**config.mk**
```make
export PLATFORM = sky130hd
export DESIGN_NAME = config_port_unlock_decoder
export DESIGN_NICKNAME = d
export VERILOG_FILES = /design/src/rtl/config_port_unlock_decoder.v
export VERILOG_INCLUDE_DIRS = /design/src /design/src/rtl
export SDC_FILE = /design/constraint.sdc
export NUM_CORES = 1
export LEC_CHECK = 0
export BUFFER_PORTS_ARGS = -buffer_cell sky130_fd_sc_hd__buf_2
export CAP_MARGIN = 25
export CORE_UTILIZATION = 55
export DETAILED_ROUTE_END_ITERATION = 8
export PLACE_DENSITY = 0.81
export SETUP_SLACK_MARGIN = 0.5
export SLEW_MARGIN = 20
export SYNTH_ARGS = -nofsm -noshare
export SYNTH_HDL_FRONTEND = slang
export SYNTH_SLANG_ARGS = --single-unit
```
**constraint.sdc**
```tcl
create_clock -name mclk -period 3.2 [get_ports mclk]
set_input_delay 0.8 -clock mclk [delete_from_list [all_inputs] [get_ports mclk]]
set_output_delay 0.8 -clock mclk [all_outputs]
set_load 0.005 [all_outputs]
```
**src/rtl/cfg_port_map.vh**
```
// Constants for the configuration port decoder: port addresses, keys,
// configuration register indexes and reset values.
// Assumes it is included by bare name from the decoder module file.
`ifndef CFG_PORT_MAP_VH
`define CFG_PORT_MAP_VH

// Power-up configuration port address for each strap level.
`define CFG_BASE_STRAP_LOW   16'h002e
`define CFG_BASE_STRAP_HIGH  16'h004e
// Distance from index port to data port.
`define CFG_DATA_PORT_OFS    16'h0001

// Keys written to the configuration port.
`define CFG_KEY_ENTER        8'h55
`define CFG_KEY_EXIT         8'haa

// Global configuration register indexes.
`define CFG_IDX_CTRL         8'h02
`define CFG_IDX_LDN          8'h07
`define CFG_IDX_DEV_ID       8'h20
`define CFG_IDX_DEV_REV      8'h21
`define CFG_IDX_BASE_LO      8'h26
`define CFG_IDX_BASE_HI      8'h27
// Per logical device register index.
`define CFG_IDX_ACTIVATE     8'h30

// Field positions.
`define CFG_CTRL_SOFT_RST    0
`define CFG_ACTIVATE_BIT     0

// Reset and fixed values.
`define CFG_LDN_RST          8'h00
`define CFG_INDEX_RST        8'h00
`define CFG_DEV_REV          8'h00
`define CFG_BYTE_ZERO        8'h00
`define CFG_BYTE_ONES        8'hff

// Cycles after power-on release before the synchronised strap is caught.
`define CFG_POR_STRAP_WAIT   2'd3
`define CFG_POR_CNT_ZERO     2'd0
`define CFG_POR_CNT_STEP     2'd1

`endif

```
**src/rtl/config_port_unlock_decoder.v**
```verilog
// Primary configuration address decoder: key-unlocked index/data window
// at a strap-selected, software-relocatable I/O address.
// Assumes an I/O cycle front end on mclk that presents one-cycle read and
// write strobes with address and data; strap and host bus reset are pins.
//
// What this block does
// - After host bus reset or power-on reset the block is in run state with every device off.
// - Index writes and data port accesses act only in configuration state; in run state a write to the port address is claimed and checked only for the entry key.
// - The strap is sampled when host bus reset falls and at power-on reset and then held.
// - A low strap puts the configuration port at 0x02E and a high strap at 0x04E.
// - Software may move the port by writing the low and high base byte registers.
// - Writing 0x55 to the configuration port enters configuration state.
// - Writing 0xAA to the configuration port returns to run state.
// - In configuration state the index port sits at the port address and data at the next one.
// - Index 0x07 selects the logical device whose registers the data port then reaches.
`timescale 1ns/10ps
`include "cfg_port_map.vh"

module config_port_unlock_decoder #(
  parameter            NUM_LD    = 11,     // Number of logical devices.
  parameter [7:0]      DEVICE_ID = 8'ha5   // Arbitrary identification value.
) (
  input  wire          mclk,              // Clock, 125 MHz.
  input  wire          rst_b,             // Power-on reset, async, active low.
  input  wire          host_bus_reset_n,  // Host bus reset pin, active low.
  input  wire          addr_strap,        // Address-select strap pin.
  input  wire          io_wr_stb,         // One-cycle host I/O write strobe.
  input  wire          io_rd_stb,         // One-cycle host I/O read strobe.
  input  wire [15:0]   io_addr,           // Host I/O address.
  input  wire [7:0]    io_wdata,          // Host I/O write data.
  output reg  [7:0]    io_rdata_q,        // Read data.
  output reg           io_rvalid_q,       // Read data valid pulse.
  output reg           io_claim_q,        // Access was decoded here.
  output reg           cfg_mode_q,        // High in configuration state.
  output wire [NUM_LD-1:0] ld_active,     // Per logical device activate.
  output reg  [7:0]    ldn_q,             // Selected logical device number.
  output reg  [15:0]   base_q,            // Current configuration port address.
  output reg           ext_wr_q,          // Write pulse to other registers.
  output reg  [7:0]    ext_index_q,       // Index of that write.
  output reg  [7:0]    ext_wdata_q,       // Data of that write.
  output wire [7:0]    cfg_index,         // Current index, for external reads.
  input  wire [7:0]    ext_rdata          // Read data of other registers.
);

  ////////////////////////////////////////////////////////////////////////////
  // Pin synchronisers and reset events.

  reg                  hbr_s1_q;
  reg                  hbr_s2_q;
  reg                  hbr_s3_q;
  reg                  strap_s1_q;
  reg                  strap_s2_q;
  reg  [1:0]           por_cnt_q;
  reg                  por_done_q;
  reg  [7:0]           index_q;
  reg  [NUM_LD-1:0]    act_q;

  always @(posedge mclk or negedge rst_b) begin
    if (!rst_b) begin
      hbr_s1_q   <= 1'b1;
      hbr_s2_q   <= 1'b1;
      hbr_s3_q   <= 1'b1;
      strap_s1_q <= 1'b0;
      strap_s2_q <= 1'b0;
    end else begin
      hbr_s1_q   <= host_bus_reset_n;
      hbr_s2_q   <= hbr_s1_q;
      hbr_s3_q   <= hbr_s2_q;
      strap_s1_q <= addr_strap;
      strap_s2_q <= strap_s1_q;
    end
  end

  wire                 hard_rst = ~hbr_s2_q;
  wire                 hbr_fall = hbr_s3_q & ~hbr_s2_q;

  // Power-up address chosen by the live synchronised strap.
  wire [15:0]          strap_base = strap_s2_q ? `CFG_BASE_STRAP_HIGH :
                                                 `CFG_BASE_STRAP_LOW;

  ////////////////////////////////////////////////////////////////////////////
  // Address decode.

  wire [15:0]          data_addr = base_q + `CFG_DATA_PORT_OFS;
  wire                 cfg_hit   = (io_addr == base_q);
  wire                 data_hit  = (io_addr == data_addr);
  wire                 live      = por_done_q & ~hard_rst;

  // Index and data accesses only count in configuration state.
  wire                 idx_rd    = live & io_rd_stb & cfg_mode_q & cfg_hit;
  wire                 data_rd   = live & io_rd_stb & cfg_mode_q & data_hit;
  wire                 port_wr   = live & io_wr_stb & cfg_hit;
  wire                 data_wr   = live & io_wr_stb & cfg_mode_q & data_hit
                                   & ~cfg_hit;
  wire                 soft_rst  = data_wr & (index_q == `CFG_IDX_CTRL)
                                   & io_wdata[`CFG_CTRL_SOFT_RST];

  assign cfg_index = index_q;

  ////////////////////////////////////////////////////////////////////////////
  // Activate bits, one per logical device.

  genvar               g;
  generate
    for (g = 0; g < NUM_LD; g = g + 1) begin : g_act
      wire act_we = data_wr & (index_q == `CFG_IDX_ACTIVATE) & (ldn_q == g);
      always @(posedge mclk or negedge rst_b) begin
        if (!rst_b) begin
          act_q[g] <= 1'b0;
        end else if (hard_rst || soft_rst) begin
          act_q[g] <= 1'b0;
        end else if (act_we) begin
          act_q[g] <= io_wdata[`CFG_ACTIVATE_BIT];
        end
      end
    end
  endgenerate

  assign ld_active = act_q;

  wire                 ldn_ok  = (ldn_q < NUM_LD);
  wire                 act_sel = ldn_ok ? act_q[ldn_q[3:0]] : 1'b0;

  ////////////////////////////////////////////////////////////////////////////
  // Register read mux for the data port.

  reg  [7:0]           reg_rd;

  always @* begin
    case (index_q)
      `CFG_IDX_LDN:      reg_rd = ldn_q;
      `CFG_IDX_DEV_ID:   reg_rd = DEVICE_ID;
      `CFG_IDX_DEV_REV:  reg_rd = `CFG_DEV_REV;
      `CFG_IDX_BASE_LO:  reg_rd = base_q[7:0];
      `CFG_IDX_BASE_HI:  reg_rd = base_q[15:8];
      `CFG_IDX_ACTIVATE: reg_rd = {7'h00, act_sel};
      `CFG_IDX_CTRL:     reg_rd = `CFG_BYTE_ZERO;
      default:           reg_rd = ext_rdata;
    endcase
  end

  ////////////////////////////////////////////////////////////////////////////
  // Strap capture, state machine and register writes.

  always @(posedge mclk or negedge rst_b) begin
    if (!rst_b) begin
      por_cnt_q   <= `CFG_POR_CNT_ZERO;
      por_done_q  <= 1'b0;
      base_q      <= `CFG_BASE_STRAP_LOW;
      cfg_mode_q  <= 1'b0;
      index_q     <= `CFG_INDEX_RST;
      ldn_q       <= `CFG_LDN_RST;
      io_rdata_q  <= `CFG_BYTE_ZERO;
      io_rvalid_q <= 1'b0;
      io_claim_q  <= 1'b0;
      ext_wr_q    <= 1'b0;
      ext_index_q <= `CFG_INDEX_RST;
      ext_wdata_q <= `CFG_BYTE_ZERO;
    end else begin
      io_rvalid_q <= 1'b0;
      io_claim_q  <= 1'b0;
      ext_wr_q    <= 1'b0;
      // Wait out the synchroniser, then catch the strap once.
      if (!por_done_q) begin
        if (por_cnt_q == `CFG_POR_STRAP_WAIT) begin
          por_done_q <= 1'b1;
          base_q     <= strap_base;
        end else begin
          por_cnt_q  <= por_cnt_q + `CFG_POR_CNT_STEP;
        end
      end else if (hbr_fall) begin
        // The reloaded base is the only copy of the strap that is kept.
        base_q  <= strap_base;
      end
      if (hard_rst) begin
        cfg_mode_q <= 1'b0;
        index_q    <= `CFG_INDEX_RST;
        ldn_q      <= `CFG_LDN_RST;
      end else if (port_wr) begin
        io_claim_q <= 1'b1;
        if (!cfg_mode_q) begin
          if (io_wdata == `CFG_KEY_ENTER) begin
            cfg_mode_q <= 1'b1;
          end
        end else if (io_wdata == `CFG_KEY_EXIT) begin
          cfg_mode_q <= 1'b0;
        end else begin
          index_q <= io_wdata;
        end
      end else if (data_wr) begin
        io_claim_q <= 1'b1;
        case (index_q)
          `CFG_IDX_LDN:      ldn_q <= io_wdata;
          `CFG_IDX_BASE_LO:  base_q[7:0] <= io_wdata;
          `CFG_IDX_BASE_HI:  base_q[15:8] <= io_wdata;
          `CFG_IDX_CTRL: begin
            if (io_wdata[`CFG_CTRL_SOFT_RST]) begin
              ldn_q <= `CFG_LDN_RST;
            end
          end
          `CFG_IDX_DEV_ID,
          `CFG_IDX_DEV_REV,
          `CFG_IDX_ACTIVATE: begin
            ext_wr_q <= 1'b0;
          end
          default: begin
            ext_wr_q    <= 1'b1;
            ext_index_q <= index_q;
            ext_wdata_q <= io_wdata;
          end
        endcase
      end else if (idx_rd || data_rd) begin
        io_claim_q  <= 1'b1;
        io_rvalid_q <= 1'b1;
        io_rdata_q  <= idx_rd ? index_q : reg_rd;
      end
    end
  end

endmodule // config_port_unlock_decoder

```
# Word-level counts from Yosys, hierarchy flattened
# Cells that the tools add are included.
[word_totals]
ff_bits = 79
in_bits = 38
out_inout_bits = 71
wordCells = 177
[classes]
mux = 63
n_eq_ne = 29
bitwise_logic = 32
magnitude_cmp = 2
n_reduce_logical = 21
addsub = 2
[op_table]
columns = ["operator", "count"]
rows = [
  ["$mux W16", 6],
  ["$mux W8", 11],
  ["$pmux W8 S6", 1],
  ["$mux W1", 42],
  ["$eq A8 B3 Y1 const B", 5],
  ["$eq A8 B6 Y1 const B", 5],
  ["$eq A16 B16 Y1", 2],
  ["$and A1 B1 Y1", 25],
  ["$eq A8 B2 Y1 const B", 3],
  ["$eq A8 B4 Y1 const B", 3],
  ["$reduce_bool A2 Y1", 11],
  ["$add A16 B1 Y16 const B", 1],
  ["$pmux W8 S2", 1],
  ["$reduce_and A4 Y1", 3],
  ["$eq A8 B1 Y1 const B", 1],
  ["$eq A8 B7 Y1 const B", 1],
  ["$eq A8 B8 Y1 const B", 1],
  ["$logic_not A8 Y1", 1],
  ["$lt A8 B4 Y1 const B", 1],
  ["$mux W7", 1],
  ["$not A1 Y1", 7],
  ["$reduce_or A7 Y1", 1],
  ["$ne A2 B2 Y1 const B", 3],
  ["$lt A4 B5 Y1 const B", 1],
  ["other kinds (10)", 12],
]

# Longest topological paths before layout
[depth]
ltp_word = 9
ltp_mapped = 10
mapped_depth_nobuf = 8

# Least setup slack after synthesis
# No wires, ideal clock.
[synth_timing]
path_kind = "in2reg"
from = "input port io_addr[2]"
to = "register ext_index_q[0]"
setup_slack_ns = 0.337
path_buffers = 2
arrival_ns = 2.738
path_stages = 9
setup_ns = 0.125
required_ns = 3.075
path_cell_list = "xor3_1 -> o22ai_1 -> o2111ai_1 -> a2111oi_2 -> nor4b_4 -> buf_6 -> nand3_4 -> buf_6 -> mux2_4"
[synth_between]
elab_chain_len = 4
elab_cells_between_ends = 8
cone_classes = "eq/ne (2); bitwise (5); reduce/logical (1)"
[synth_lines]
columns = ["item", "line_no", "rtl"]
rows = [
  ["start, declared", "config_port_unlock_decoder.v:29", "input wire [15:0] io_addr,"],
  ["$eq A16 B16 Y1, on equally long branches", "config_port_unlock_decoder.v:86, config_port_unlock_decoder.v:85", ""],
  ["$and A1 B1 Y1 (tied with other cells)", "config_port_unlock_decoder.v:93", "wire data_wr = live & io_wr_stb & cfg_mode_q & data_hit"],
  ["$and A1 B1 Y1 / $not A1 Y1 (equally long branches)", "--", ""],
  ["$reduce_and A4 Y1 (no source line) *", "--", ""],
  ["end signal, assigned", "config_port_unlock_decoder.v:157", "ext_index_q <= `CFG_INDEX_RST;"],
  ["end signal, assigned", "config_port_unlock_decoder.v:208", "ext_index_q <= index_q;"],
  ["end, declared", "config_port_unlock_decoder.v:39", "output reg [7:0] ext_index_q,"],
]
# Mark *: on every way between the ends. The rest lies on a longest branch, timed or not.
# A chain may end at the register's enable or synchronous reset.

# Final worst setup path
[layout_timing]
from = "register base_q[1]"
to = "register ext_index_q[4]"
[layout_between]
elab_chain_len = 5
elab_cells_between_ends = 9
cone_classes = "add/sub (1); eq/ne (2); bitwise (5); reduce/logical (1)"
[layout_lines]
columns = ["item", "line_no", "rtl"]
rows = [
  ["start, declared", "config_port_unlock_decoder.v:37", "output reg [15:0] base_q,"],
  ["start signal, assigned", "config_port_unlock_decoder.v:149", "base_q <= `CFG_BASE_STRAP_LOW;"],
  ["start signal, assigned", "config_port_unlock_decoder.v:167", "base_q <= strap_base;"],
  ["start signal, assigned", "config_port_unlock_decoder.v:173", "base_q <= strap_base;"],
  ["$add A16 B1 Y16 (no source line)", "--", ""],
  ["$eq A16 B16 Y1", "config_port_unlock_decoder.v:86", "wire data_hit = (io_addr == data_addr);"],
  ["$and A1 B1 Y1", "config_port_unlock_decoder.v:93", ""],
  ["$and A1 B1 Y1", "config_port_unlock_decoder.v:94", "& ~cfg_hit;"],
  ["$reduce_and A4 Y1 (no source line) *", "--", ""],
]
# Marks and branches as above.

==> results.txt <==
The run finished with clean final reports. The startpoint identified for the worst register-to-register timing path is base_q[1]$_DFF_PN1_. The number of warning messages in the yosys log is 0. The final wirelength came out at 14590 um. The minimum setup slack in the final design is 0.2823 ns.

The number of buffers added by the clock tree synthesis step came out at 9. The number of global-route vias before repair is 4253. The cell that appears most often on the critical path is buf_6. The largest net degree at the start of global routing is 80. The net count of the finished layout is 631.

The number of antenna cells inserted is 0. The maximum clock path buffer count is 2. After routing the design area is 5979 um2.

The synthesized netlist net count came out at 504. The clock tree root buffer cell is clkbuf_8. The cell taking the most area after synthesis is dfrtp_1. The placed wire-length estimate came out at 9715 um. The signed area change from the synthesized netlist to the final layout is 26.80%. The clock-pin slew on the worst setup and hold paths is 0.09 ns. The async set-reset flop share out of synthesis came out at 100.0%. The y dimension of the die came out at 94.60 um.

The tightest min-delay check is of the flop to flop type. The minimum clock period came out at 2.918 ns. The aggregate global-route resource usage came out at 33.28%. The number of antenna violations at the first check in global routing is 0.

The netlist uses 65 different library cells. The first global-routing pass estimated 22380 um of wire. The area fraction of the dominant cell type after synthesis came out at 38.21%. Ranked by total cell area, the synthesized netlist is headed by dfrtp_1 38%, mux2i_1 6.6%, mux2_2 5.0%, dfstp_2 3.9%, mux2_4 3.2%. The signal on the critical path passes through buf_6, buf_6, nand4_1, nor4_2, xnor2_1, o211ai_1, buf_4, nor4b_4, buf_6, nand3_4, buf_12, mux2_4.

On the final layout, the worst clock skew is 0.01295 ns. The data arrival at the endpoint of the critical path is 3.15 ns. The detailed-route wire length per cell came out at 20.81 um. The worst setup path is captured at a flop. The critical path data required time came out at 3.43 ns. The number of rows created at floorplan came out at 33. Leaving out fill and tap cells, the most frequent cells in the layout are 107 x buf_2, 70 x dfrtp_1, 34 x nand2_1, 31 x mux2i_1, 27 x buf_4. The total setup violations reported at the end of the flow is 0.

STA classifies the critical path startpoint as a flop. The synthesized netlist devotes 20.38% of its cell area to simple gates. Leaving out fill and tap cells, the most frequent cell in the layout is buf_2. The worst setup slack for register-to-register paths came out at 0.28 ns. The count of pins over their slew limit came to 0. The critical setup path kind is flop to flop. The placed cell count came out at 661.

The sum of overflow across all layers after global routing came out at 0. The number of I/O port buffers came out at 108. The clock tree synthesis step divided the H-tree into 3 levels. The final hold violation count came out at 0. The share of final-layout standard cells stronger than drive strength 1 came out at 38.42%. In this run, the number of DRC markers left after iteration 0 of detailed routing was 415. Along the worst path, the maximum fanout reaches 7. The destination of the critical timing path is ext_index_q[4]$_DFFE_PN0P_. The largest voltage drop on the vdd net is 0.0002937 V. The number of fill cells is 601. Dividing total power by cell area gives a power density of 338.5 nW/um2. The floorplan die area is 8948 um2. The synthesized-area fraction occupied by adder cells came out at 0.5306%. The antenna violation net count after detailed routing is 0.

The post-synthesis area per instance came out at 10.16 um2. The worst slack at placement came out at -0.002881 ns. The number of search-and-repair iterations in the first detailed-routing pass is 5. For this run, design rule violations remaining after detail routing come to 0. For this design, the slowest cell found on the critical path is dfstp_2. The placement-stage cell area is 5359 um2.

Leaving out filler cells and counting taps, the final layout contains 701. The multiplexer area fraction after synthesis came out at 15.73%. The register cell area after layout is 1988 um2.

The later pin in the worst-skew pair is clocked with a latency of 0.35 ns. After synthesis, the largest family of logic cells by area is simple AND/OR/NAND/NOR gates. The biggest cell delay along the critical path came out at 0.57 ns. The clock sink count came out at 79.

The critical path buffer and inverter count came out at 5. The relative slew slack came out at 40.29%. The number of max-cap violations came out at 0. TritonCTS built the clock tree. The share of the synthesized area in compound gates (AO/OA/AOI/OAI) came out at 11.99%.

The initial core utilization came out at 57.11%. Measured along the x axis, the die boundary spans 94.60 um. The combined area of all synthesized cells is 4716 um2. The number of vias per cell is 6.318. The synthesized netlist devotes 4.776% of its cell area to XOR and XNOR gates. The via count came out at 4429.

Setup repair after global routing could not meet its margin everywhere. The timing startpoint of the critical path is base_q[1]$_DFF_PN1_. In the finished design, the share of the clock period the worst path needs comes to 91.18%.

After synthesis the netlist holds a flip-flop and latch count of 79. In this run the static leakage power is 3.023 nW. In the synthesized netlist the dominant register cell turns out to be dfrtp_1. The total chip power is 2.024 mW. Sequential cells were found to cover 42.11% of the synthesized design area. The area taken by multi-input logic gates is 2663 um2.

After floorplanning, the core was sized to cover 8258 um2. The number of instances in the synthesized netlist came out at 464. The slew at the pin with the worst max-slew slack is 0.8957 ns. The fmax is 342.7 MHz. The number of cells traversed by the worst register-to-register path came out at 12. The number of top-level design ports came out at 109. At the end of routability-driven placement, the weighted congestion stood at 0.9887. The logic depth of the worst setup path including buffers is 12. The critical register-to-register path endpoint is ext_index_q[4]$_DFFE_PN0P_.

The count of flip-flops with a built-in enable after synthesis came out at 0. Grouping stages by cell kind, the critical path spends the most delay in buffers and inverters.
-- report_power, final --
part	internal (mW)	total [mW]	leakage [nW]	switching (mW)
Sequential	1.01	1.02	1.05	0.0140
Combinational	0.0636	0.164	1.86	0.101
Clock	0.463	0.838	0.113	0.375
-- sequential cells by signal, indices dropped and copies added (netlist names) --
register,cells
base_q,16
cfg_index,8
cfg_mode_q,1
ext_index_q,8
ext_wdata_q,8
ext_wr_q,1
hbr_s1_q,1
hbr_s2_q,1
hbr_s3_q,1
io_claim_q,1
io_rdata_q,8
io_rvalid_q,1
ld_active,11
ldn_q,8
por_cnt_q,2
por_done_q,1
strap_s1_q,1
strap_s2_q,1
-- synthesized netlist by cell type, types with 4 or more instances --
library cell,instances
nor2b_1,9
a211oi_1,7
o21ai_0,10
or3_1,4
nor3_1,4
o211ai_1,13
and2_1,5
xor2_1,15
and3_1,5
a22o_1,9
xnor2_1,8
a21oi_1,14
o2bb2ai_1,4
nor4_1,4
mux2i_1,31
inv_1,20
mux2_4,10
clkbuf_1,17
dfstp_2,7
mux2_2,21
nor2_1,26
nand4_1,22
buf_2,5
nand2_1,34
nand3_1,25
a221oi_1,4
nand2b_1,4
dfrtp_1,72
-- cell type report --
type / instances / area share [%]
Tap cell: 105 / 2.197
Clock buffer: 11 / 2.365
Multi-Input combinational cell: 338 / 44.53
Timing Repair Buffer: 143 / 15.02
Inverter: 20 / 1.255
Sequential cell: 79 / 33.25
Clock inverter: 5 / 1.381
-- through the flow --
step | utilization (%) | hold WS [ns] | TNS [ns]
global placement | 64.89 | 0.3339 | 0
CTS | 70.14 | 0.3553 | 0
finish | 72.41 | 0.3531 | 0
global route | 72.41 | 0.3616 | 0
detailed placement | 64.89 | 0.3358 | -0.005147
floorplan | - | 0.3312 | 0
-- worst min-delay path by stage --
stage / to / depth (start not counted) / from / slack [ns]
floorplan: strap_s2_q$_DFF_PN0_ / 0 / strap_s1_q$_DFF_PN0_ / 0.33
global placement: strap_s2_q$_DFF_PN0_ / 0 / strap_s1_q$_DFF_PN0_ / 0.33
detailed placement: strap_s2_q$_DFF_PN0_ / 0 / strap_s1_q$_DFF_PN0_ / 0.34
CTS: strap_s2_q$_DFF_PN0_ / 0 / strap_s1_q$_DFF_PN0_ / 0.36
global route: hbr_s2_q$_DFF_PN1_ / 0 / hbr_s1_q$_DFF_PN1_ / 0.36
finish: strap_s2_q$_DFF_PN0_ / 0 / strap_s1_q$_DFF_PN0_ / 0.35
-- per-layer routing --
metal | wire length, um | global-route usage [%] | up-vias
met2 | 6871 | 51.33 | 272
met4 | 470 | 15.03 | 0
met5 | 0 | 0 | -
met1 | 6020 | 46.09 | 2149
li1 | - | - | 1964
met3 | 1225 | 5.556 | 44
-- worst reg2reg max path: stages, from the launching register on --
cell	delay, ns
dfstp_2	0.57
buf_6	0.11
buf_6	0.13
nand4_1	0.12
nor4_2	0.32
xnor2_1	0.15
o211ai_1	0.18
buf_4	0.19
nor4b_4	0.21
buf_6	0.18
nand3_4	0.14
buf_12	0.21
mux2_4	0.29
-- cells by family (layout without fill, tap and decap cells) --
kind of cell | Yosys count | in the layout
AO/OA/AOI/OAI | 79 | 79
XOR/XNOR | 24 | 24
adder cells (fa/ha/maj) | 2 | 2
buffers and inverters | 48 | 179
flip-flops | 79 | 79
multiplexers | 64 | 64
AND/OR/NAND/NOR | 168 | 169
-- repair_timing --
action	4_1_cts	5_1_grt
gates cloned	1	1
setup endpoints to repair	60	61
hold buffers	0	0
resized for setup	10	20
pin swaps	1	18
setup buffers	15	6
No activity file was read; power rests on OpenSTA's default activity.
